===== config.mk =====
export PLATFORM = sky130hd
export DESIGN_NAME = bpls_sequencer
export DESIGN_NICKNAME = d
export VERILOG_FILES = /design/src/bpls_pkg.sv /design/src/bpls_sequencer.sv
export SDC_FILE = /design/constraint.sdc
export NUM_CORES = 1
export LEC_CHECK = 0
export ABC_AREA = 0
export ABC_CLOCK_PERIOD_IN_PS = 2800
export BUFFER_PORTS_ARGS = -buffer_cell sky130_fd_sc_hd__buf_2
export CAP_MARGIN = 5
export CORE_MARGIN = 3
export CORE_UTILIZATION = 52
export CTS_CLUSTER_DIAMETER = 200
export CTS_CLUSTER_SIZE = 20
export DETAILED_ROUTE_END_ITERATION = 8
export PLACE_DENSITY_LB_ADDON = 0.12
export REMOVE_ABC_BUFFERS = 1
export SLEW_MARGIN = 20
export SYNTH_ARGS = -nofsm -noshare
export SYNTH_HDL_FRONTEND = slang
export SYNTH_SLANG_ARGS = --single-unit

===== constraint.sdc =====
create_clock -name clk_in -period 2.8 [get_ports clk_in]
set_clock_uncertainty 0.2 [all_clocks]
set_input_delay 0.28 -clock clk_in [delete_from_list [all_inputs] [get_ports clk_in]]
set_output_delay 0.28 -clock clk_in [all_outputs]
set_load 0.02 [all_outputs]

===== src/bpls_pkg.sv =====
// Package: constants, states and carriers of the ballast converter and lamp sequencer
`default_nettype none
package bpls_pkg;
   localparam int unsigned BPLS_CLK_KHZ = 20000;
   localparam int unsigned BPLS_LAMP_TICK_US = 200;
   localparam int unsigned BPLS_CONV_FAST_TICK_US = 200;
   localparam int unsigned BPLS_CONV_SLOW_TICK_US = 1000;
   localparam int unsigned BPLS_LAMP_TICK_CYC = BPLS_CLK_KHZ * BPLS_LAMP_TICK_US / 1000;
   localparam int unsigned BPLS_CONV_FAST_CYC = BPLS_CLK_KHZ * BPLS_CONV_FAST_TICK_US / 1000;
   localparam int unsigned BPLS_CONV_SLOW_CYC = BPLS_CLK_KHZ * BPLS_CONV_SLOW_TICK_US / 1000;
   localparam int unsigned BPLS_IGN_HOLD_MS = 10;
   localparam int unsigned BPLS_IGN_HOLD_TICKS = BPLS_IGN_HOLD_MS * 1000 / BPLS_LAMP_TICK_US;
   localparam int unsigned BPLS_PREHEAT_MS = 1000;
   localparam int unsigned BPLS_PREHEAT_TICKS = BPLS_PREHEAT_MS * 1000 / BPLS_LAMP_TICK_US;
   localparam int unsigned BPLS_PREHEAT_KHZ = 80;
   localparam logic [7:0] BPLS_PREHEAT_HP = 8'(BPLS_CLK_KHZ / (2 * BPLS_PREHEAT_KHZ));
   localparam logic [7:0] BPLS_IGN_HP = 8'hC8;
   localparam logic [7:0] BPLS_RESTART_HP = 8'h82;
   localparam logic [7:0] BPLS_RUN_HP = 8'hA0;
   localparam logic [7:0] BPLS_MEASURE_TICKS = 8'h14;
   localparam logic [7:0] BPLS_RETRY_DELAY = 8'h0A;
   localparam logic [7:0] BPLS_RETRY_MULT = 8'h04;
   localparam logic [3:0] BPLS_CONV_MAX_TRIES = 4'h5;
   localparam logic [3:0] BPLS_IGN_MAX_TRIES = 4'h3;
   localparam logic [7:0] BPLS_MAX_PW = 8'h40;
   localparam logic [9:0] BPLS_STRIKE_I_MIN = 10'h040;
   localparam logic [9:0] BPLS_STRIKE_V_MAX = 10'h200;
   localparam logic [9:0] BPLS_PEAK_MIN_RST = 10'h0A0;
   localparam logic [9:0] BPLS_PEAK_MAX_RST = 10'h1D8;
   localparam logic [7:0] BPLS_REG_SETPOINT = 8'h00;
   localparam logic [7:0] BPLS_REG_COMMAND = 8'h04;
   localparam logic [7:0] BPLS_REG_PEAK_MIN = 8'h08;
   localparam logic [7:0] BPLS_REG_PEAK_MAX = 8'h0C;
   localparam logic [7:0] BPLS_REG_STATUS = 8'h10;
   localparam logic [7:0] BPLS_REG_PEAK = 8'h14;
   localparam int unsigned BPLS_CMD_SHUTDOWN_BIT = 0;
   localparam int unsigned BPLS_ST_CONV_LSB = 0;
   localparam int unsigned BPLS_ST_LAMP_LSB = 4;
   localparam int unsigned BPLS_ST_TOO_MANY_BIT = 8;
   localparam int unsigned BPLS_ST_NOMINAL_BIT = 9;
   localparam int unsigned BPLS_ST_TRIES_LSB = 12;

   typedef enum logic [3:0] {
      CONV_OFF, CONV_INIT, CONV_INIT_CHECK, CONV_MEASURE, CONV_CHECK, CONV_SS_CFG, CONV_SS_LAUNCH,
      CONV_SOFT_START, CONV_SPEED_UP, CONV_RETRY_DELAY, CONV_ZC_SEARCH, CONV_CTRL_LOOP, CONV_PROBLEM,
      CONV_SHUTDOWN
   } bpls_conv_e;

   typedef enum logic [3:0] {
      LAMP_OFF, LAMP_PRE_CFG, LAMP_PREHEAT, LAMP_IGN_START, LAMP_IGNITION, LAMP_RESTART,
      LAMP_RUN_START, LAMP_RUN, LAMP_TOO_MANY
   } bpls_lamp_e;

   typedef struct packed {
      logic pwm_run;
      logic softstart_cfg;
      logic comparator_en;
      logic clk_nominal;
      logic [7:0] max_pulse;
   } bpls_conv_drive_s;

   typedef struct packed {
      logic sense_amp_en;
      logic pwm_run;
      logic [7:0] half_period;
   } bpls_inv_drive_s;
endpackage
`default_nettype wire


===== src/bpls_sequencer.sv =====
// Converter and lamp sequencer of a dimmable fluorescent ballast with its register port
`timescale 1ns/1ps
`default_nettype none
// Notes on behaviour
// RULE_01: Converter off idles until a nonzero setpoint write requests lamp on.
// RULE_02: Converter init moves unconditionally to input-check init on the next tick.
// RULE_03: Input measure records the rectified peak over the minimum check time.
// RULE_04: Peak within min and max sets pulse limit and goes on, else re-init.
// RULE_05: Soft-start config sets up converter PWM and comparator, then launch.
// RULE_06: Launch starts PWM if attempts below limit, else converter problem.
// RULE_07: Soft start rechecks attempts; under limit speed-up, else problem.
// RULE_08: Zero cross in speed-up runs converter, raises clock, enters zero-cross search.
// RULE_09: No zero cross in speed-up goes to retry delay.
// RULE_10: Retry delay waits delay times multiplier ticks, then reconfigures soft start.
// RULE_11: Zero-cross search waits for a crossing before entering closed-loop control.
// RULE_12: Shutdown stops converter, drops clock to low power, returns to off.
// RULE_13: Command logic forces shutdown whenever a shutdown command is written, from any converter state.
// RULE_14: Lamp stays off until converter reaches closed-loop control, then preheat config.
// RULE_15: Preheat config enables sense amplifier, sets inverter, clears lamp variables.
// RULE_16: Preheat runs inverter for preheat time, at 80 kHz first and at the restart half period after a restart, then ignition start.
// RULE_17: Ignition start lowers frequency down to the ignition half period.
// RULE_18: Ignition holds 10 ms, then judges strike from lamp current and voltage.
// RULE_19: Restart reloads restart parameters to preheat, or too-many-tries once failures reach limit.
// RULE_20: Run start raises frequency from the ignition setting, then run mode.
// RULE_21: Run mode regulates toward setpoint; setpoint zero returns lamp to off.
// RULE_22: Too many ignition failures set a flag that commands switch-off.
// RULE_23: Converter steps each 1 ms slow, each 200 us nominal; lamp each 200 us.
// RULE_24: Converter problem keeps PWM stopped until a shutdown request arrives.
module bpls_sequencer
   import bpls_pkg::*;
#(
   parameter int unsigned CONV_SLOW_CYC = BPLS_CONV_SLOW_CYC,
   parameter int unsigned CONV_FAST_CYC = BPLS_CONV_FAST_CYC,
   parameter int unsigned LAMP_TICK_CYC = BPLS_LAMP_TICK_CYC,
   parameter int unsigned PREHEAT_TICKS = BPLS_PREHEAT_TICKS
) (
   input wire logic clk_in,
   input wire logic sys_rst_in,
   input wire logic [7:0] reg_addr_in,
   input wire logic [31:0] reg_wdata_in,
   input wire logic reg_wr_in,
   input wire logic reg_rd_in,
   output logic [31:0] reg_rdata_out,
   input wire logic [9:0] peak_sample_in,
   input wire logic zero_cross_in,
   input wire logic [9:0] lamp_current_in,
   input wire logic [9:0] lamp_voltage_in,
   output bpls_conv_drive_s conv_drive_out,
   output bpls_inv_drive_s inv_drive_out,
   output logic too_many_tries_out
);
   bpls_conv_e conv_state_ff;
   bpls_lamp_e lamp_state_ff;
   bpls_conv_drive_s conv_drive_ff;
   bpls_inv_drive_s inv_drive_ff;
   logic [9:0] setpoint_ff;
   logic [9:0] peak_min_ff;
   logic [9:0] peak_max_ff;
   logic [9:0] peak_ff;
   logic [31:0] rdata_ff;
   logic lamp_on_req_ff;
   logic zc_seen_ff;
   logic too_many_ff;
   logic [3:0] conv_tries_ff;
   logic [7:0] conv_tmr_ff;
   logic [3:0] ign_fail_ff;
   logic [12:0] lamp_tmr_ff;
   logic [14:0] conv_cnt_ff;
   logic [14:0] lamp_cnt_ff;
   logic conv_tick;
   logic lamp_tick;
   logic wr_setpoint;
   logic shut_req;
   logic [14:0] conv_limit;

   assign wr_setpoint = reg_wr_in && (reg_addr_in == BPLS_REG_SETPOINT);
   assign shut_req = reg_wr_in && (reg_addr_in == BPLS_REG_COMMAND) && reg_wdata_in[BPLS_CMD_SHUTDOWN_BIT];

   // Task tick dividers
   assign conv_limit = conv_drive_ff.clk_nominal ? 15'(CONV_FAST_CYC - 1) : 15'(CONV_SLOW_CYC - 1); // RULE_23
   assign conv_tick = (conv_cnt_ff == conv_limit); // RULE_23
   assign lamp_tick = (lamp_cnt_ff == 15'(LAMP_TICK_CYC - 1)); // RULE_23

   always_ff @(posedge clk_in) begin
      if (sys_rst_in || conv_tick) begin
         conv_cnt_ff <= 15'h0000;
      end else begin
         conv_cnt_ff <= conv_cnt_ff + 15'h0001;
      end
   end

   always_ff @(posedge clk_in) begin
      if (sys_rst_in || lamp_tick) begin
         lamp_cnt_ff <= 15'h0000;
      end else begin
         lamp_cnt_ff <= lamp_cnt_ff + 15'h0001;
      end
   end

   // Register port
   always_ff @(posedge clk_in) begin
      if (sys_rst_in) begin
         setpoint_ff <= 10'h000;
         peak_min_ff <= BPLS_PEAK_MIN_RST;
         peak_max_ff <= BPLS_PEAK_MAX_RST;
      end else if (reg_wr_in) begin
         if (reg_addr_in == BPLS_REG_SETPOINT) begin
            setpoint_ff <= reg_wdata_in[9:0];
         end
         if (reg_addr_in == BPLS_REG_PEAK_MIN) begin
            peak_min_ff <= reg_wdata_in[9:0];
         end
         if (reg_addr_in == BPLS_REG_PEAK_MAX) begin
            peak_max_ff <= reg_wdata_in[9:0];
         end
      end
   end

   always_ff @(posedge clk_in) begin
      if (sys_rst_in) begin
         rdata_ff <= 32'h00000000;
      end else if (reg_rd_in) begin
         rdata_ff <= 32'h00000000;
         unique case (reg_addr_in)
            BPLS_REG_SETPOINT: rdata_ff[9:0] <= setpoint_ff;
            BPLS_REG_PEAK_MIN: rdata_ff[9:0] <= peak_min_ff;
            BPLS_REG_PEAK_MAX: rdata_ff[9:0] <= peak_max_ff;
            BPLS_REG_PEAK: rdata_ff[9:0] <= peak_ff;
            BPLS_REG_STATUS: begin
               rdata_ff[BPLS_ST_CONV_LSB +: 4] <= conv_state_ff;
               rdata_ff[BPLS_ST_LAMP_LSB +: 4] <= lamp_state_ff;
               rdata_ff[BPLS_ST_TOO_MANY_BIT] <= too_many_ff;
               rdata_ff[BPLS_ST_NOMINAL_BIT] <= conv_drive_ff.clk_nominal;
               rdata_ff[BPLS_ST_TRIES_LSB +: 4] <= conv_tries_ff;
            end
            default: rdata_ff <= 32'h00000000;
         endcase
      end
   end
   assign reg_rdata_out = rdata_ff;

   // Lamp-on request; a new request wins over its consumption
   always_ff @(posedge clk_in) begin
      if (sys_rst_in) begin
         lamp_on_req_ff <= 1'b0;
      end else if (wr_setpoint && (reg_wdata_in[9:0] != 10'h000)) begin
         lamp_on_req_ff <= 1'b1; // RULE_01
      end else if (shut_req || (conv_tick && conv_state_ff == CONV_OFF)) begin
         lamp_on_req_ff <= 1'b0;
      end
   end

   // Zero-crossing latch, cleared when a tick consumes it; a new crossing wins
   always_ff @(posedge clk_in) begin
      if (sys_rst_in) begin
         zc_seen_ff <= 1'b0;
      end else if (zero_cross_in) begin
         zc_seen_ff <= 1'b1;
      end else if (conv_tick) begin
         zc_seen_ff <= 1'b0;
      end
   end

   // Converter sequencer
   always_ff @(posedge clk_in) begin
      if (sys_rst_in) begin
         conv_state_ff <= CONV_OFF;
         conv_drive_ff <= '0;
         conv_tries_ff <= 4'h0;
         conv_tmr_ff <= 8'h00;
         peak_ff <= 10'h000;
      end else if (shut_req) begin
         conv_state_ff <= CONV_SHUTDOWN; // RULE_13
      end else if (conv_tick) begin
         unique case (conv_state_ff)
            CONV_OFF: begin
               if (lamp_on_req_ff) begin
                  conv_state_ff <= CONV_INIT; // RULE_01
               end
            end
            CONV_INIT: conv_state_ff <= CONV_INIT_CHECK; // RULE_02
            CONV_INIT_CHECK: begin
               conv_drive_ff <= '0;
               conv_tries_ff <= 4'h0;
               conv_tmr_ff <= 8'h00;
               peak_ff <= 10'h000;
               conv_state_ff <= CONV_MEASURE; // RULE_02
            end
            CONV_MEASURE: begin
               if (peak_sample_in > peak_ff) begin
                  peak_ff <= peak_sample_in; // RULE_03
               end
               conv_tmr_ff <= conv_tmr_ff + 8'h01;
               if (conv_tmr_ff == BPLS_MEASURE_TICKS - 8'h01) begin
                  conv_state_ff <= CONV_CHECK; // RULE_03
               end
            end
            CONV_CHECK: begin
               if (peak_ff >= peak_min_ff && peak_ff <= peak_max_ff) begin
                  conv_drive_ff.max_pulse <= BPLS_MAX_PW; // RULE_04
                  conv_state_ff <= CONV_SS_CFG;
               end else begin
                  conv_state_ff <= CONV_INIT_CHECK; // RULE_04
               end
            end
            CONV_SS_CFG: begin
               conv_drive_ff.softstart_cfg <= 1'b1; // RULE_05
               conv_drive_ff.comparator_en <= 1'b1;
               conv_state_ff <= CONV_SS_LAUNCH;
            end
            CONV_SS_LAUNCH: begin
               if (conv_tries_ff < BPLS_CONV_MAX_TRIES) begin
                  conv_drive_ff.pwm_run <= 1'b1; // RULE_06
                  conv_state_ff <= CONV_SOFT_START;
               end else begin
                  conv_drive_ff.pwm_run <= 1'b0;
                  conv_state_ff <= CONV_PROBLEM; // RULE_06
               end
            end
            CONV_SOFT_START: begin
               if (conv_tries_ff < BPLS_CONV_MAX_TRIES) begin
                  conv_state_ff <= CONV_SPEED_UP; // RULE_07
               end else begin
                  conv_drive_ff.pwm_run <= 1'b0;
                  conv_state_ff <= CONV_PROBLEM; // RULE_07
               end
            end
            CONV_SPEED_UP: begin
               if (zc_seen_ff || zero_cross_in) begin
                  conv_drive_ff.softstart_cfg <= 1'b0; // RULE_08
                  conv_drive_ff.clk_nominal <= 1'b1;
                  conv_state_ff <= CONV_ZC_SEARCH;
               end else begin
                  conv_drive_ff.pwm_run <= 1'b0; // RULE_09
                  conv_tries_ff <= conv_tries_ff + 4'h1;
                  conv_tmr_ff <= 8'h00;
                  conv_state_ff <= CONV_RETRY_DELAY;
               end
            end
            CONV_RETRY_DELAY: begin
               conv_tmr_ff <= conv_tmr_ff + 8'h01;
               if (conv_tmr_ff == 8'(BPLS_RETRY_DELAY * BPLS_RETRY_MULT - 8'h01)) begin
                  conv_state_ff <= CONV_SS_CFG; // RULE_10
               end
            end
            CONV_ZC_SEARCH: begin
               if (zc_seen_ff || zero_cross_in) begin
                  conv_state_ff <= CONV_CTRL_LOOP; // RULE_11
               end
            end
            CONV_CTRL_LOOP: conv_state_ff <= CONV_CTRL_LOOP;
            CONV_PROBLEM: conv_drive_ff.pwm_run <= 1'b0; // RULE_24
            CONV_SHUTDOWN: begin
               conv_drive_ff <= '0; // RULE_12
               conv_state_ff <= CONV_OFF;
            end
            default: conv_state_ff <= CONV_SHUTDOWN;
         endcase
      end
   end
   assign conv_drive_out = conv_drive_ff;

   // Lamp sequencer
   always_ff @(posedge clk_in) begin
      if (sys_rst_in) begin
         lamp_state_ff <= LAMP_OFF;
         inv_drive_ff <= '0;
         ign_fail_ff <= 4'h0;
         lamp_tmr_ff <= 13'h0000;
      end else if (lamp_tick) begin
         if (lamp_state_ff != LAMP_OFF && lamp_state_ff != LAMP_TOO_MANY &&
             (setpoint_ff == 10'h000 || conv_state_ff != CONV_CTRL_LOOP)) begin
            inv_drive_ff <= '0; // RULE_21
            lamp_state_ff <= LAMP_OFF;
         end else begin
            unique case (lamp_state_ff)
               LAMP_OFF: begin
                  if (conv_state_ff == CONV_CTRL_LOOP) begin
                     lamp_state_ff <= LAMP_PRE_CFG; // RULE_14
                  end
               end
               LAMP_PRE_CFG: begin
                  inv_drive_ff.sense_amp_en <= 1'b1; // RULE_15
                  inv_drive_ff.half_period <= BPLS_PREHEAT_HP;
                  ign_fail_ff <= 4'h0;
                  lamp_tmr_ff <= 13'h0000;
                  lamp_state_ff <= LAMP_PREHEAT;
               end
               LAMP_PREHEAT: begin
                  inv_drive_ff.pwm_run <= 1'b1; // RULE_16
                  lamp_tmr_ff <= lamp_tmr_ff + 13'h0001;
                  if (lamp_tmr_ff == 13'(PREHEAT_TICKS - 1)) begin
                     lamp_tmr_ff <= 13'h0000;
                     lamp_state_ff <= LAMP_IGN_START; // RULE_16
                  end
               end
               LAMP_IGN_START: begin
                  if (inv_drive_ff.half_period < BPLS_IGN_HP) begin
                     inv_drive_ff.half_period <= inv_drive_ff.half_period + 8'h01; // RULE_17
                  end else begin
                     lamp_state_ff <= LAMP_IGNITION;
                  end
               end
               LAMP_IGNITION: begin
                  lamp_tmr_ff <= lamp_tmr_ff + 13'h0001;
                  if (lamp_tmr_ff == 13'(BPLS_IGN_HOLD_TICKS - 1)) begin
                     lamp_tmr_ff <= 13'h0000;
                     if (lamp_current_in >= BPLS_STRIKE_I_MIN && lamp_voltage_in <= BPLS_STRIKE_V_MAX) begin
                        lamp_state_ff <= LAMP_RUN_START; // RULE_18
                     end else begin
                        lamp_state_ff <= LAMP_RESTART; // RULE_18
                     end
                  end
               end
               LAMP_RESTART: begin
                  ign_fail_ff <= ign_fail_ff + 4'h1;
                  if (ign_fail_ff + 4'h1 >= BPLS_IGN_MAX_TRIES) begin
                     inv_drive_ff.pwm_run <= 1'b0; // RULE_19
                     lamp_state_ff <= LAMP_TOO_MANY;
                  end else begin
                     inv_drive_ff.half_period <= BPLS_RESTART_HP; // RULE_19
                     lamp_state_ff <= LAMP_PREHEAT;
                  end
               end
               LAMP_RUN_START: begin
                  if (inv_drive_ff.half_period > BPLS_RUN_HP) begin
                     inv_drive_ff.half_period <= inv_drive_ff.half_period - 8'h01; // RULE_20
                  end else begin
                     lamp_state_ff <= LAMP_RUN;
                  end
               end
               LAMP_RUN: begin
                  if (lamp_current_in < setpoint_ff && inv_drive_ff.half_period < BPLS_IGN_HP) begin
                     inv_drive_ff.half_period <= inv_drive_ff.half_period + 8'h01; // RULE_21
                  end else if (lamp_current_in > setpoint_ff && inv_drive_ff.half_period > BPLS_PREHEAT_HP) begin
                     inv_drive_ff.half_period <= inv_drive_ff.half_period - 8'h01; // RULE_21
                  end
               end
               LAMP_TOO_MANY: begin
                  inv_drive_ff <= '0;
                  if (conv_state_ff == CONV_OFF) begin
                     lamp_state_ff <= LAMP_OFF;
                  end
               end
               default: lamp_state_ff <= LAMP_OFF;
            endcase
         end
      end
   end
   assign inv_drive_out = inv_drive_ff;

   // Too-many-tries flag; setting wins over the clear by a new lamp-on request
   always_ff @(posedge clk_in) begin
      if (sys_rst_in) begin
         too_many_ff <= 1'b0;
      end else if (lamp_tick && lamp_state_ff == LAMP_RESTART && ign_fail_ff + 4'h1 >= BPLS_IGN_MAX_TRIES) begin
         too_many_ff <= 1'b1; // RULE_22
      end else if (wr_setpoint && reg_wdata_in[9:0] != 10'h000) begin
         too_many_ff <= 1'b0;
      end
   end
   assign too_many_tries_out = too_many_ff;
endmodule // bpls_sequencer
`default_nettype wire


# Yosys cells after proc, flatten, opt, wreduce, memory -nomap -nowiden
# Cells that the tools add are included.
# W data, S select, Z words.
# op_classes
addsub,8
order_cmp,12
eq_ne,60
n_mux,61
n_bitwise,3
n_reduce_logical,64
# ops
op,count
$mux W4,17
$mux W8,7
$pmux W4 S14,1
$pmux W10 S5,1
$pmux W8 S6,1
$ne A3 B3 Y1 const B,14
$pmux W13 S3,1
$pmux W4 S9,1
$eq A4 B3 Y1 const B,8
$add A15 B1 Y15 const B,2
$eq A4 B4 Y1 const B,7
$mux W13,2
$eq A8 B5 Y1 const B,3
$pmux W8 S3,1
$reduce_and A4 Y1,6
$ne A2 B2 Y1 const B,11
$gt A10 B10 Y1,2
$mux W10,2
$pmux W10 S2,1
$reduce_bool A2 Y1,10
$reduce_and A6 Y1,3
$add A8 B1 Y8 const B,2
$eq A4 B2 Y1 const B,4
$eq A8 B4 Y1 const B,2
other kinds (46),99
# totals
regBits,146
out_inout_bits,55
elab_cells,233

# Longest topological paths before layout
# Gate-level depths: netlist (run 1).
# logic_depth
depth_word,6
ltp_mapped,12

# Worst setup path after synthesis (run 1)
# Ideal clock, no wire load.
# synth_timing
kind,reg-to-reg
startpoint,reg inv_drive_ff (netlist bit inv_drive_out[0])
endpoint,reg lamp_state_ff[1]
setup_time_ps,70
arrival_time_ps,2675
required_ps,2530
path_slack_ps,-146
path_stages_with_launch,13
cell_sequence,dfxtp_1 > clkbuf_1 > inv_1 > ha_1 > or4b_4 > a21oi_2 > o21ai_1 > nand3b_1 > a21oi_1 > or3_1 > buf_2 > or4_1 > a21oi_1
# synth_between
elab_chain_cells,3
elab_cells_between_ends,5
classes_between,2 x order compare; 2 x eq/ne; 1 x reduce/logical
# synth_lines
item,line_no,text
from (decl),bpls_sequencer.sv:55,bpls_inv_drive_s inv_drive_ff;
$gt A8 B8 Y1 or $lt A8 B8 Y1 (tied branches),"bpls_sequencer.sv:326, bpls_sequencer.sv:298",
$ne A3 B3 Y1 (no line),-,
$reduce_and A8 Y1 (no line) *,-,
to (signal assigned),bpls_sequencer.sv:322,lamp_state_ff <= LAMP_PREHEAT;
to (signal assigned),bpls_sequencer.sv:329,lamp_state_ff <= LAMP_RUN;
to (signal assigned),bpls_sequencer.sv:342,lamp_state_ff <= LAMP_OFF;
to (decl),bpls_sequencer.sv:53,bpls_lamp_e lamp_state_ff;
# Mark *: on every way between the ends. The rest lies on a longest branch, timed or not.
# A chain may end at the register's enable or synchronous reset.

# Worst setup path after layout (run 1)
# layout_timing
startpoint,reg lamp_cnt_ff[12]
endpoint,reg inv_drive_ff (netlist bit inv_drive_out[6])
# layout_between
elab_chain_cells,2
# layout_lines
item,line_no,text
from (decl),bpls_sequencer.sv:69,logic [14:0] lamp_cnt_ff;
from (signal assigned),bpls_sequencer.sv:96,lamp_cnt_ff <= lamp_cnt_ff + 15'h0001;
$eq A15 B12 Y1,bpls_sequencer.sv:82,assign lamp_tick = (lamp_cnt_ff == 15'(LAMP_TICK_CYC - 1));
$reduce_and A6 Y1 (no line),-,
# No other way between the ends.

==> impl_metrics.toml, run 1 <==
[status]
status = "finished, violations left"
failed_checks = "setup timing"

[synth]
synth_top_family_by_area = "simple AND/OR/NAND/NOR gates"
ys_top_cells_by_count = "141 x nand2_1, 139 x dfxtp_1, 133 x nor2_1"
synth-edff-count = 0
async_flop_share = 0
synth-seq-cells = 139
synth.most_common_cell = "nand2_1"
yosys-mux-area-fraction = 0.0286
ys_types = 76
yosys.area_share.adder = 0.0777
synth-compound-area-share = 0.176
synth.top_cell.area_share = 0.326
yosysSeqAreaShare = 0.326
yosysTopAreaCell = "dfxtp_1"
synthSimpleGateAreaFrac = 0.278
avgSynthCellArea_um2 = 7.64
synth_area_leaders = "dfxtp_1 33%, ha_1 7.8%, nand2_1 6.2%, nor2_1 5.9%, a21oi_1 5.7%"
syn_area_um2 = 8530
synthFlopType = "dfxtp_1"
ys_warn_count = 0
syn_inst = 1117
synth_xor_area_frac = 0.0390

[worst_hold_path]
hp-class = "input port to register"
min_path_cells = 4
hold_start = "peak_sample_in[4]"

[detailed_routing]
post_drt_wl_per_cell_um = 15.5
drc = 0
firstDrtPassIters = 5
routed-via-count = 8207
ant_nets = 0
vias_per_cell = 5.55
routed_wl_um = 22800
drt_iter0_markers = 695

[cts]
clk_pin_slew_ns = 0.06
root_buffer = "clkbuf_16"
cts_tree = "yes"
clock_latency_ns = 0.43
clock_path_buffers = 2
htreeDepth = 4
clock-sinks = 139
cts_made_buffers = 17

[placement]
numPortBuffers = 82
place_hpwl_um = 16400
place_area_um2 = 9400
dp_cells = 1427
place_congestion = 0.890

[critical_path]
crit_path_max_incr_delay_ns = 0.52
reg2reg_slack_ns = -0.02
cp-start-kind = "register"
rr_startpoint = "lamp_cnt_ff[12]"
endpoint_kind = "register"
path_class = "register to register"
crit_required_ns = 2.96
reg2regPathDepth = 9
slowest_stage = "or4_4"
path_max_fanout = 6
crit_path_cell_trace = "or4_4, nor4_4, buf_4, nand4_1, nor4_2, o21ai_2, nor2b_1, o31a_1, nor2_1"
crit_start = "lamp_cnt_ff[12]"
arrival_ns = 2.97

[sta]
rsz0062_at_grt = "true"
worst_slew_pin_slew_ns = 0.667
min_period_over_period = 1.01
slew_headroom = 0.552
worst_slack_ns = -0.0152
slew_viol_final = 0
post-route-min-period_ns = 2.82
finalHoldViolations = 0
fin_setup_tns_ns = -0.0220
hold_ws_ns = 0.00368
setup_violations = 2
clock.fmax_mhz = 355

[cells_and_area]
final_nets = 1377
antenna_cells = 0
syn2layout_area_growth_pct = 21.2
instances_no_fill = 1478
seq_area_um2 = 2790
fillers = 1422
final_layout_size_suffix_gt1_frac = 0.177
fin_area_um2 = 10300
multi_input_area_um2 = 5340

[global_routing]
grt_max_degree = 56
grt_pass1_vias = 7412
grt_pass1_wl_um = 35800
antenna_found_initial = 0
grtUsageTotal = 0.245
grt_overflow = 0

[die]
die_h_um = 134
die_area_um2 = 18000
num_rows = 46
initial_core_util = 0.535
io_pins = 130
core_area_um2 = 15900
die_w_um = 134

[pwr]
finalPower_mw = 4.70
p_per_area_nw_per_um2 = 454
p_leak_nw = 4.15
vdd_drop_max_v = 0.000414

[flow_run]
max_cap_violations = 0
-- state kept, by name (all words and copies together) (netlist names), 10 cells and up --
signal / count
setpoint_ff: 10
conv_cnt_ff: 15
reg_rdata_out: 14
peak_min_ff: 10
lamp_cnt_ff: 15
lamp_tmr_ff: 13
peak_ff: 10
inv_drive_out: 10
peak_max_ff: 10
-- cell usage in the layout (no fill, tap or decap), types with 13 or more instances in the layout --
cell type	n
nand2_1	139
nand2b_1	17
clkbuf_16	17
or3_1	17
buf_2	82
nand4_1	15
dlygate4sd3_1	13
nand3_1	39
nor3_1	23
a21oi_1	94
xor2_1	24
o21ai_1	13
buf_4	69
and3_1	15
o21ai_0	32
dfxtp_1	137
conb_1	25
inv_1	62
nor2_1	132
xnor2_1	14
ha_1	52
-- metal layers --
| layer | part of all wire | wire (µm) | track usage |
|---|---|---|---|
| met5 | 0 | 0 | 0 |
| met4 | 0.014 | 325 | 0.0554 |
| met3 | 0.061 | 1390 | 0.0566 |
| met2 | 0.48 | 11000 | 0.416 |
| met1 | 0.44 | 10100 | 0.319 |
-- critical path: cells and delay by family (launching register included) --
| family | cells | cell delay [ns] |
|---|---|---|
| AO/OA/AOI/OAI | 2 | 0.44 |
| buffers and inverters | 1 | 0.16 |
| flip-flops | 1 | 0.34 |
| AND/OR/NAND/NOR | 6 | 1.59 |
-- through the flow --
step,setup WS [ns],util
6_report,-0.0152,0.649
5_1_grt,-0.0535,0.649
4_1_cts,0.0159,0.637
3_5_place_dp,0.0433,0.589
3_3_place_gp,0.0652,0.589
2_1_floorplan,-0.0740,-
-- final timing paths --
check / end
hold / removal: peak_ff[4]
hold reg to reg: lamp_cnt_ff[0]
setup reg to reg: inv_drive_out[6]
setup / recovery: inv_drive_out[6]
-- cell type report --
cell class / instances / share of cell area
Clock buffer: 22 / 0.0449
Clock inverter: 10 / 0.0158
Inverter: 64 / 0.0232
Multi-Input combinational cell: 861 / 0.516
Sequential cell: 139 / 0.269
Tap cell: 216 / 0.0261
Timing Repair Buffer: 166 / 0.104
-- timing repair --
| action | 4_1_cts | 5_1_grt |
|---|---|---|
| endpoints found under the setup margin | 0 | 28 |
| hold endpoints to repair | 33 | 0 |
| resized for setup | 0 | 38 |
| hold buffers | 13 | 0 |
| setup buffers | 0 | 5 |
-- power breakdown --
part           switching (mW)  total (mW)  internal (mW)
combinational           0.164       0.260         0.0956
clock                   0.887        2.43           1.54
sequential             0.0156        2.01           2.00
-- cell families (layout without fill, tap and decap cells) --
| family | after synthesis | count (layout) |
|---|---|---|
| adders and majority gates | 53 | 53 |
| DFF | 139 | 139 |
| buffers and inverters | 141 | 262 |
| and+or+nand+nor | 480 | 480 |
| AOI/OAI and AO/OA | 242 | 242 |
| xor gates and xnor gates | 38 | 38 |
| other | 1 | 25 |
| muxes | 23 | 23 |
Note: power is estimated with default switching activity, not from simulation.
==> run 2: changes to the inputs <==
--- a/config.mk
+++ b/config.mk
@@ -6,11 +6,11 @@
 export NUM_CORES = 1
 export LEC_CHECK = 0
 export ABC_AREA = 0
-export ABC_CLOCK_PERIOD_IN_PS = 2800
+export ABC_CLOCK_PERIOD_IN_PS = 2700
 export BUFFER_PORTS_ARGS = -buffer_cell sky130_fd_sc_hd__buf_2
 export CAP_MARGIN = 5
 export CORE_MARGIN = 3
-export CORE_UTILIZATION = 52
+export CORE_UTILIZATION = 58
 export CTS_CLUSTER_DIAMETER = 200
 export CTS_CLUSTER_SIZE = 20
 export DETAILED_ROUTE_END_ITERATION = 8
==> constraint.sdc (replaced) <==
create_clock -name clk_in -period 2.7 [get_ports clk_in]
set_clock_uncertainty 0.2 [all_clocks]
set_input_delay 0.27 -clock clk_in [delete_from_list [all_inputs] [get_ports clk_in]]
set_output_delay 0.27 -clock clk_in [all_outputs]
set_load 0.02 [all_outputs]
==> run 2 against run 1 <==
  * The run now ends clean
  * Sequential power up 3%
  * Clock-buffer cell count fell by 4
  * Sequential cell count unchanged
==> impl_metrics.toml, run 2 (synthesis gave the netlist of run 1 again) <==
[status]
status = "complete, no violations"

[placement]
place_area_um2 = 9430
numPortBuffers = 82
place_congestion = 0.927
dp_slack_ns = -0.0490
place_hpwl_um = 16300

[die]
core_area_um2 = 14100
initial_core_util = 0.603
die_area_um2 = 16200
num_rows = 43
io_pins = 130
die_w_um = 127
die_h_um = 127

[worst_hold_path]
hp-class = "input port to register"
hold_end = "peak_ff[7]"
hold_start = "peak_sample_in[7]"
min_path_cells = 4

[cts]
root_buffer = "clkbuf_16"
clock-sinks = 139
clock_path_buffers = 2
clk_pin_slew_ns = 0.06
cts_made_buffers = 17
htreeDepth = 4
cts_tree = "yes"
clock_latency_ns = 0.43

[critical_path]
cpMostUsedCell = "a21o_1"
crit_path_cell_trace = "inv_2, ha_4, a21o_1, a21o_1, a21oi_1, o211ai_1, a21oi_2, or4b_4, buf_6, mux2_1, nor2_1"
crit_path_max_incr_delay_ns = 0.55
path_class = "register to register"
path_max_fanout = 5
reg2reg_slack_ns = 0.03
endpoint_kind = "register"
arrival_ns = 2.84
reg2regPathDepth = 11
cp-start-kind = "register"
rr_startpoint = "peak_ff[3]"
slowest_stage = "or4b_4"
regToRegEndpoint = "peak_ff[0]"
crit_required_ns = 2.86

[detailed_routing]
drt_iter0_markers = 679
ant_nets = 0
routed-via-count = 8484
drc = 0
firstDrtPassIters = 5
post_drt_wl_per_cell_um = 15.8
routed_wl_um = 23000
vias_per_cell = 5.83

[sta]
slew_headroom = 0.633
rsz0062_at_grt = "true"
min_period_over_period = 0.990
post-route-min-period_ns = 2.67
setup_violations = 0
slew_viol_final = 0
hold_ws_ns = 0.0179
finalHoldViolations = 0
worst_slack_ns = 0.0282
clock.fmax_mhz = 374
worst_slew_pin_slew_ns = 0.546

[global_routing]
grt_max_degree = 35
antenna_found_initial = 0
grt_overflow = 0
grtUsageTotal = 0.278
grt_pass1_vias = 7823
grt_pass1_wl_um = 37000

[cells_and_area]
final_nets = 1389
seq_area_um2 = 2800
final_common_cell = "nand2_1"
fin_area_um2 = 10500
mostFrequentLayoutCells = "141 x nand2_1, 130 x nor2_1, 128 x dfxtp_1"
final_layout_size_suffix_gt1_frac = 0.205
syn2layout_area_growth_pct = 22.8
multi_input_area_um2 = 5440
antenna_cells = 0
fillers = 1106

[flow_run]
max_cap_violations = 0

[pwr]
p_per_area_nw_per_um2 = 453
vdd_drop_max_v = 0.000475
p_leak_nw = 4.19
-- run 2: changes by cell type in the layout (fill, tap and decap cells not counted), moves of 4 or more --
| cell | change |
|---|---|
| clkinvlp_4 | +4 |
| ha_1 | -6 |
| ha_4 | +5 |
| dfxtp_1 | -9 |
| buf_4 | +9 |
| dfxtp_2 | +9 |
-- run 2: what timing repair did --
item | 4_1_cts | 5_1_grt
setup buffers | 1 | 3
hold endpoints to repair | 36 | 0
pin swaps | 3 | 25
gates resized for setup | 4 | 61
hold buffers | 16 | 0
cloned | 0 | 1
endpoints found under the setup margin | 6 | 39
-- run 2: power breakdown --
group / switching [mW] / internal (mW) / total (mW) / leakage (nW)
combinational: 0.180 / 0.108 / 0.288 / 2.78
sequential: 0.0152 / 2.07 / 2.08 / 1.13
clock: 0.974 / 1.40 / 2.38 / 0.278
total: 1.17 / 3.58 / 4.75 / 4.19
-- run 2: critical path: cells and delay by family, from the launching register on --
family	cells	cell delay (ns)
AO/OA/AOI/OAI	5	0.62
buffers and inverters	2	0.21
flip-flops	1	0.33
AND/OR/NAND/NOR	2	0.65
adder cells (fa/ha/maj)	1	0.26
multiplexers	1	0.33
-- run 2: through the flow --
step	util	setup TNS [ns]	instances	total power, mW
2_1_floorplan	-	-0.874	1064	2.25
3_3_place_gp	0.666	-0.0357	1401	2.38
3_5_place_dp	0.666	-0.119	1401	2.38
4_1_cts	0.721	0	1450	4.76
5_1_grt	0.741	-0.896	1454	4.89
6_report	0.741	0	1454	4.75
-- run 2: area by class of cell --
class                   instances  share of cell area
multi-input cells             861               0.519
flip-flops and latches        139               0.267
repair buffers                178               0.112
clock buffers                  18              0.0419
inverters                      64              0.0229
well taps                     180              0.0215
clock inverters                14              0.0154
-- run 2: worst max-delay path by stage --
stage | startpoint | cells after the start | slack (ns) | to
3_5_place_dp | inv_drive_out[0] | 10 | -0.05 | lamp_state_ff[1]
4_1_cts | inv_drive_out[0] | 10 | 0.003 | lamp_state_ff[1]
2_1_floorplan | conv_drive_out[8] | 7 | -0.17 | conv_tmr_ff[4]
6_report | peak_ff[3] | 11 | 0.03 | peak_ff[0]
5_1_grt | peak_ff[6] | 11 | -0.13 | peak_ff[0]
3_3_place_gp | conv_drive_out[8] | 8 | -0.03 | conv_drive_out[11]
-- run 2: routing by layer --
layer | part of all wire | GRT usage
met3 | 0.064 | 0.0527
met1 | 0.42 | 0.358
met5 | 0 | 0
met2 | 0.48 | 0.462
met4 | 0.035 | 0.110
==> run 3: changes to the inputs <==
--- a/config.mk
+++ b/config.mk
@@ -14,7 +14,7 @@
 export CTS_CLUSTER_DIAMETER = 200
 export CTS_CLUSTER_SIZE = 20
 export DETAILED_ROUTE_END_ITERATION = 8
-export PLACE_DENSITY_LB_ADDON = 0.12
+export PLACE_DENSITY = 0.81
 export REMOVE_ABC_BUFFERS = 1
 export SLEW_MARGIN = 20
 export SYNTH_ARGS = -nofsm -noshare
==> run 3 against run 2 <==
  * Maximum frequency decreased by 0.95%
  * Sequential cell count unchanged
  * Global-route usage increased by 0.19 points
  * Largest cell class unchanged
  * Non-clock buffer count increased by 1
  * Final cell count about the same
  * Via count increased by 1.2%
  * Clock power decreased by 3%
  * Wire length increased by 1.1%
  * Cell area decreased by 0.63%
  * Clock-buffer cell count increased by 3
  * Highest routed layer unchanged
==> impl_metrics.toml, run 3 (synthesis gave the netlist of run 1 again) <==
[status]
status = "complete, no violations"

[global_routing]
antenna_found_initial = 0
grt_pass1_wl_um = 37300
grtUsageTotal = 0.280
grt_max_degree = 40
grt_pass1_vias = 7894
grt_overflow = 0

[critical_path]
path_max_fanout = 5
cpMostUsedCell = "a21oi_1"
path_class = "input port to register"
cp-start-kind = "input port"
reg2regPathDepth = 10
slowest_stage = "dlygate4sd3_1"
endpoint_kind = "register"
arrival_ns = 2.85
rr_startpoint = "inv_drive_out[0]"
crit_required_ns = 2.85
regToRegEndpoint = "lamp_state_ff[1]"
crit_path_cell_trace = "dlygate4sd3_1, buf_2, ha_4, nand4_1, nor2_2, a21oi_1, o211ai_1, a21oi_1, or4b_4, buf_6, mux2_1, nor2_1"
crit_path_max_incr_delay_ns = 0.53
reg2reg_slack_ns = 0.01

[die]
num_rows = 43
die_h_um = 127
die_area_um2 = 16200
die_w_um = 127
core_area_um2 = 14100
io_pins = 130
initial_core_util = 0.603

[pwr]
p_per_area_nw_per_um2 = 449
vdd_drop_max_v = 0.000483
p_leak_nw = 4.15
finalPower_mw = 4.68

[cts]
clock_path_buffers = 2
htreeDepth = 4
clk_pin_slew_ns = 0.06
root_buffer = "clkbuf_16"
cts_tree = "yes"
clock_latency_ns = 0.42
clock-sinks = 139
cts_made_buffers = 17

[detailed_routing]
post_drt_wl_per_cell_um = 16.0
ant_nets = 0
drt_iter0_markers = 747
routed-via-count = 8582
drc = 0
vias_per_cell = 5.90
routed_wl_um = 23300
firstDrtPassIters = 5

[worst_hold_path]
hold_end = "peak_ff[9]"
hp-class = "input port to register"
hold_start = "peak_sample_in[9]"
min_path_cells = 4

[cells_and_area]
fillers = 1093
final_util = 0.736
mostFrequentLayoutCells = "139 x nand2_1, 135 x dfxtp_1, 131 x nor2_1"
final_layout_size_suffix_gt1_frac = 0.188
antenna_cells = 0
syn2layout_area_growth_pct = 22.0
final_nets = 1390
final_common_cell = "nand2_1"

[sta]
slew_viol_final = 0
rsz0062_at_grt = "true"
worst_slew_pin_slew_ns = 0.552
min_period_over_period = 0.999
finalHoldViolations = 0
post-route-min-period_ns = 2.70
clock.fmax_mhz = 371
setup_violations = 0
slew_headroom = 0.626
fin_setup_tns_ns = 0

[placement]
place_congestion = 0.932
numPortBuffers = 82
place_hpwl_um = 16300

[flow_run]
max_cap_violations = 0
==> run 3: final cells by class <==
type                       instances  area (µm²)  share of cell area
inverter                          64         240              0.0231
timing repair buffer             179        1190               0.114
clock inverter                    11         119              0.0114
multi-input combinational        861        5390               0.518
tap                              180         225              0.0216
sequential                       139        2790               0.268
clock buffer                      21         460              0.0442
==> run 3: timing repair <==
action,in CTS,in global routing
setup buffers,1,5
resized for setup,5,42
pin swaps,5,14
hold endpoints to repair,37,0
hold buffers,17,0
endpoints found under the setup margin,3,47
==> run 3: critical path, delay by kind of cell <==
| kind | cells | cell delay, ns |
|---|---|---|
| and+or+nand+nor | 4 | 0.92 |
| buffers and inverters | 3 | 0.83 |
| muxes | 1 | 0.31 |
| adders and majority gates | 1 | 0.26 |
| AOI/OAI and AO/OA | 3 | 0.25 |
==> run 3: through the flow <==
step | area, µm² | setup slack [ns] | hold WS, ns | std cells
after floorplan | 8230 | -0.174 | 0.139 | 1064
after global placement | 9430 | -0.00258 | 0.230 | 1401
after detailed placement | 9430 | -0.0303 | 0.243 | 1401
after CTS | 10200 | 0.00104 | 0.00255 | 1451
after global routing | 10400 | -0.0899 | 0.0322 | 1455
final | 10400 | 0.00254 | 0.0119 | 1455
==> run 3: where the power goes <==
part | switching [mW] | leakage [nW] | internal (mW) | total [mW]
clock network | 0.903 | 0.275 | 1.40 | 2.31
registers | 0.0172 | 1.12 | 2.07 | 2.09
logic | 0.177 | 2.75 | 0.106 | 0.283
==> run 3: worst max-delay path by stage <==
stage	startpoint	cells past startpoint	to	slack (ns)
floorplan	conv_drive_out[8]	7	conv_tmr_ff[4]	-0.17
global placement	inv_drive_out[0]	10	lamp_state_ff[1]	-0.003
detailed placement	inv_drive_out[1]	10	lamp_state_ff[1]	-0.03
CTS	inv_drive_out[1]	10	lamp_state_ff[1]	0.001
global route	inv_drive_out[1]	10	lamp_state_ff[1]	-0.09
finish	peak_sample_in[2]	12	peak_ff[3]	0.003
==> run 3: per-layer routing <==
| layer | up-vias | part of all wire | track usage |
|---|---|---|---|
| met1 | 4003 | 0.42 | 0.361 |
| met2 | 361 | 0.49 | 0.468 |
| met4 | 0 | 0.025 | 0.102 |
| met3 | 54 | 0.067 | 0.0535 |
| li1 | 4164 | - | - |
| met5 | - | 0 | 0 |
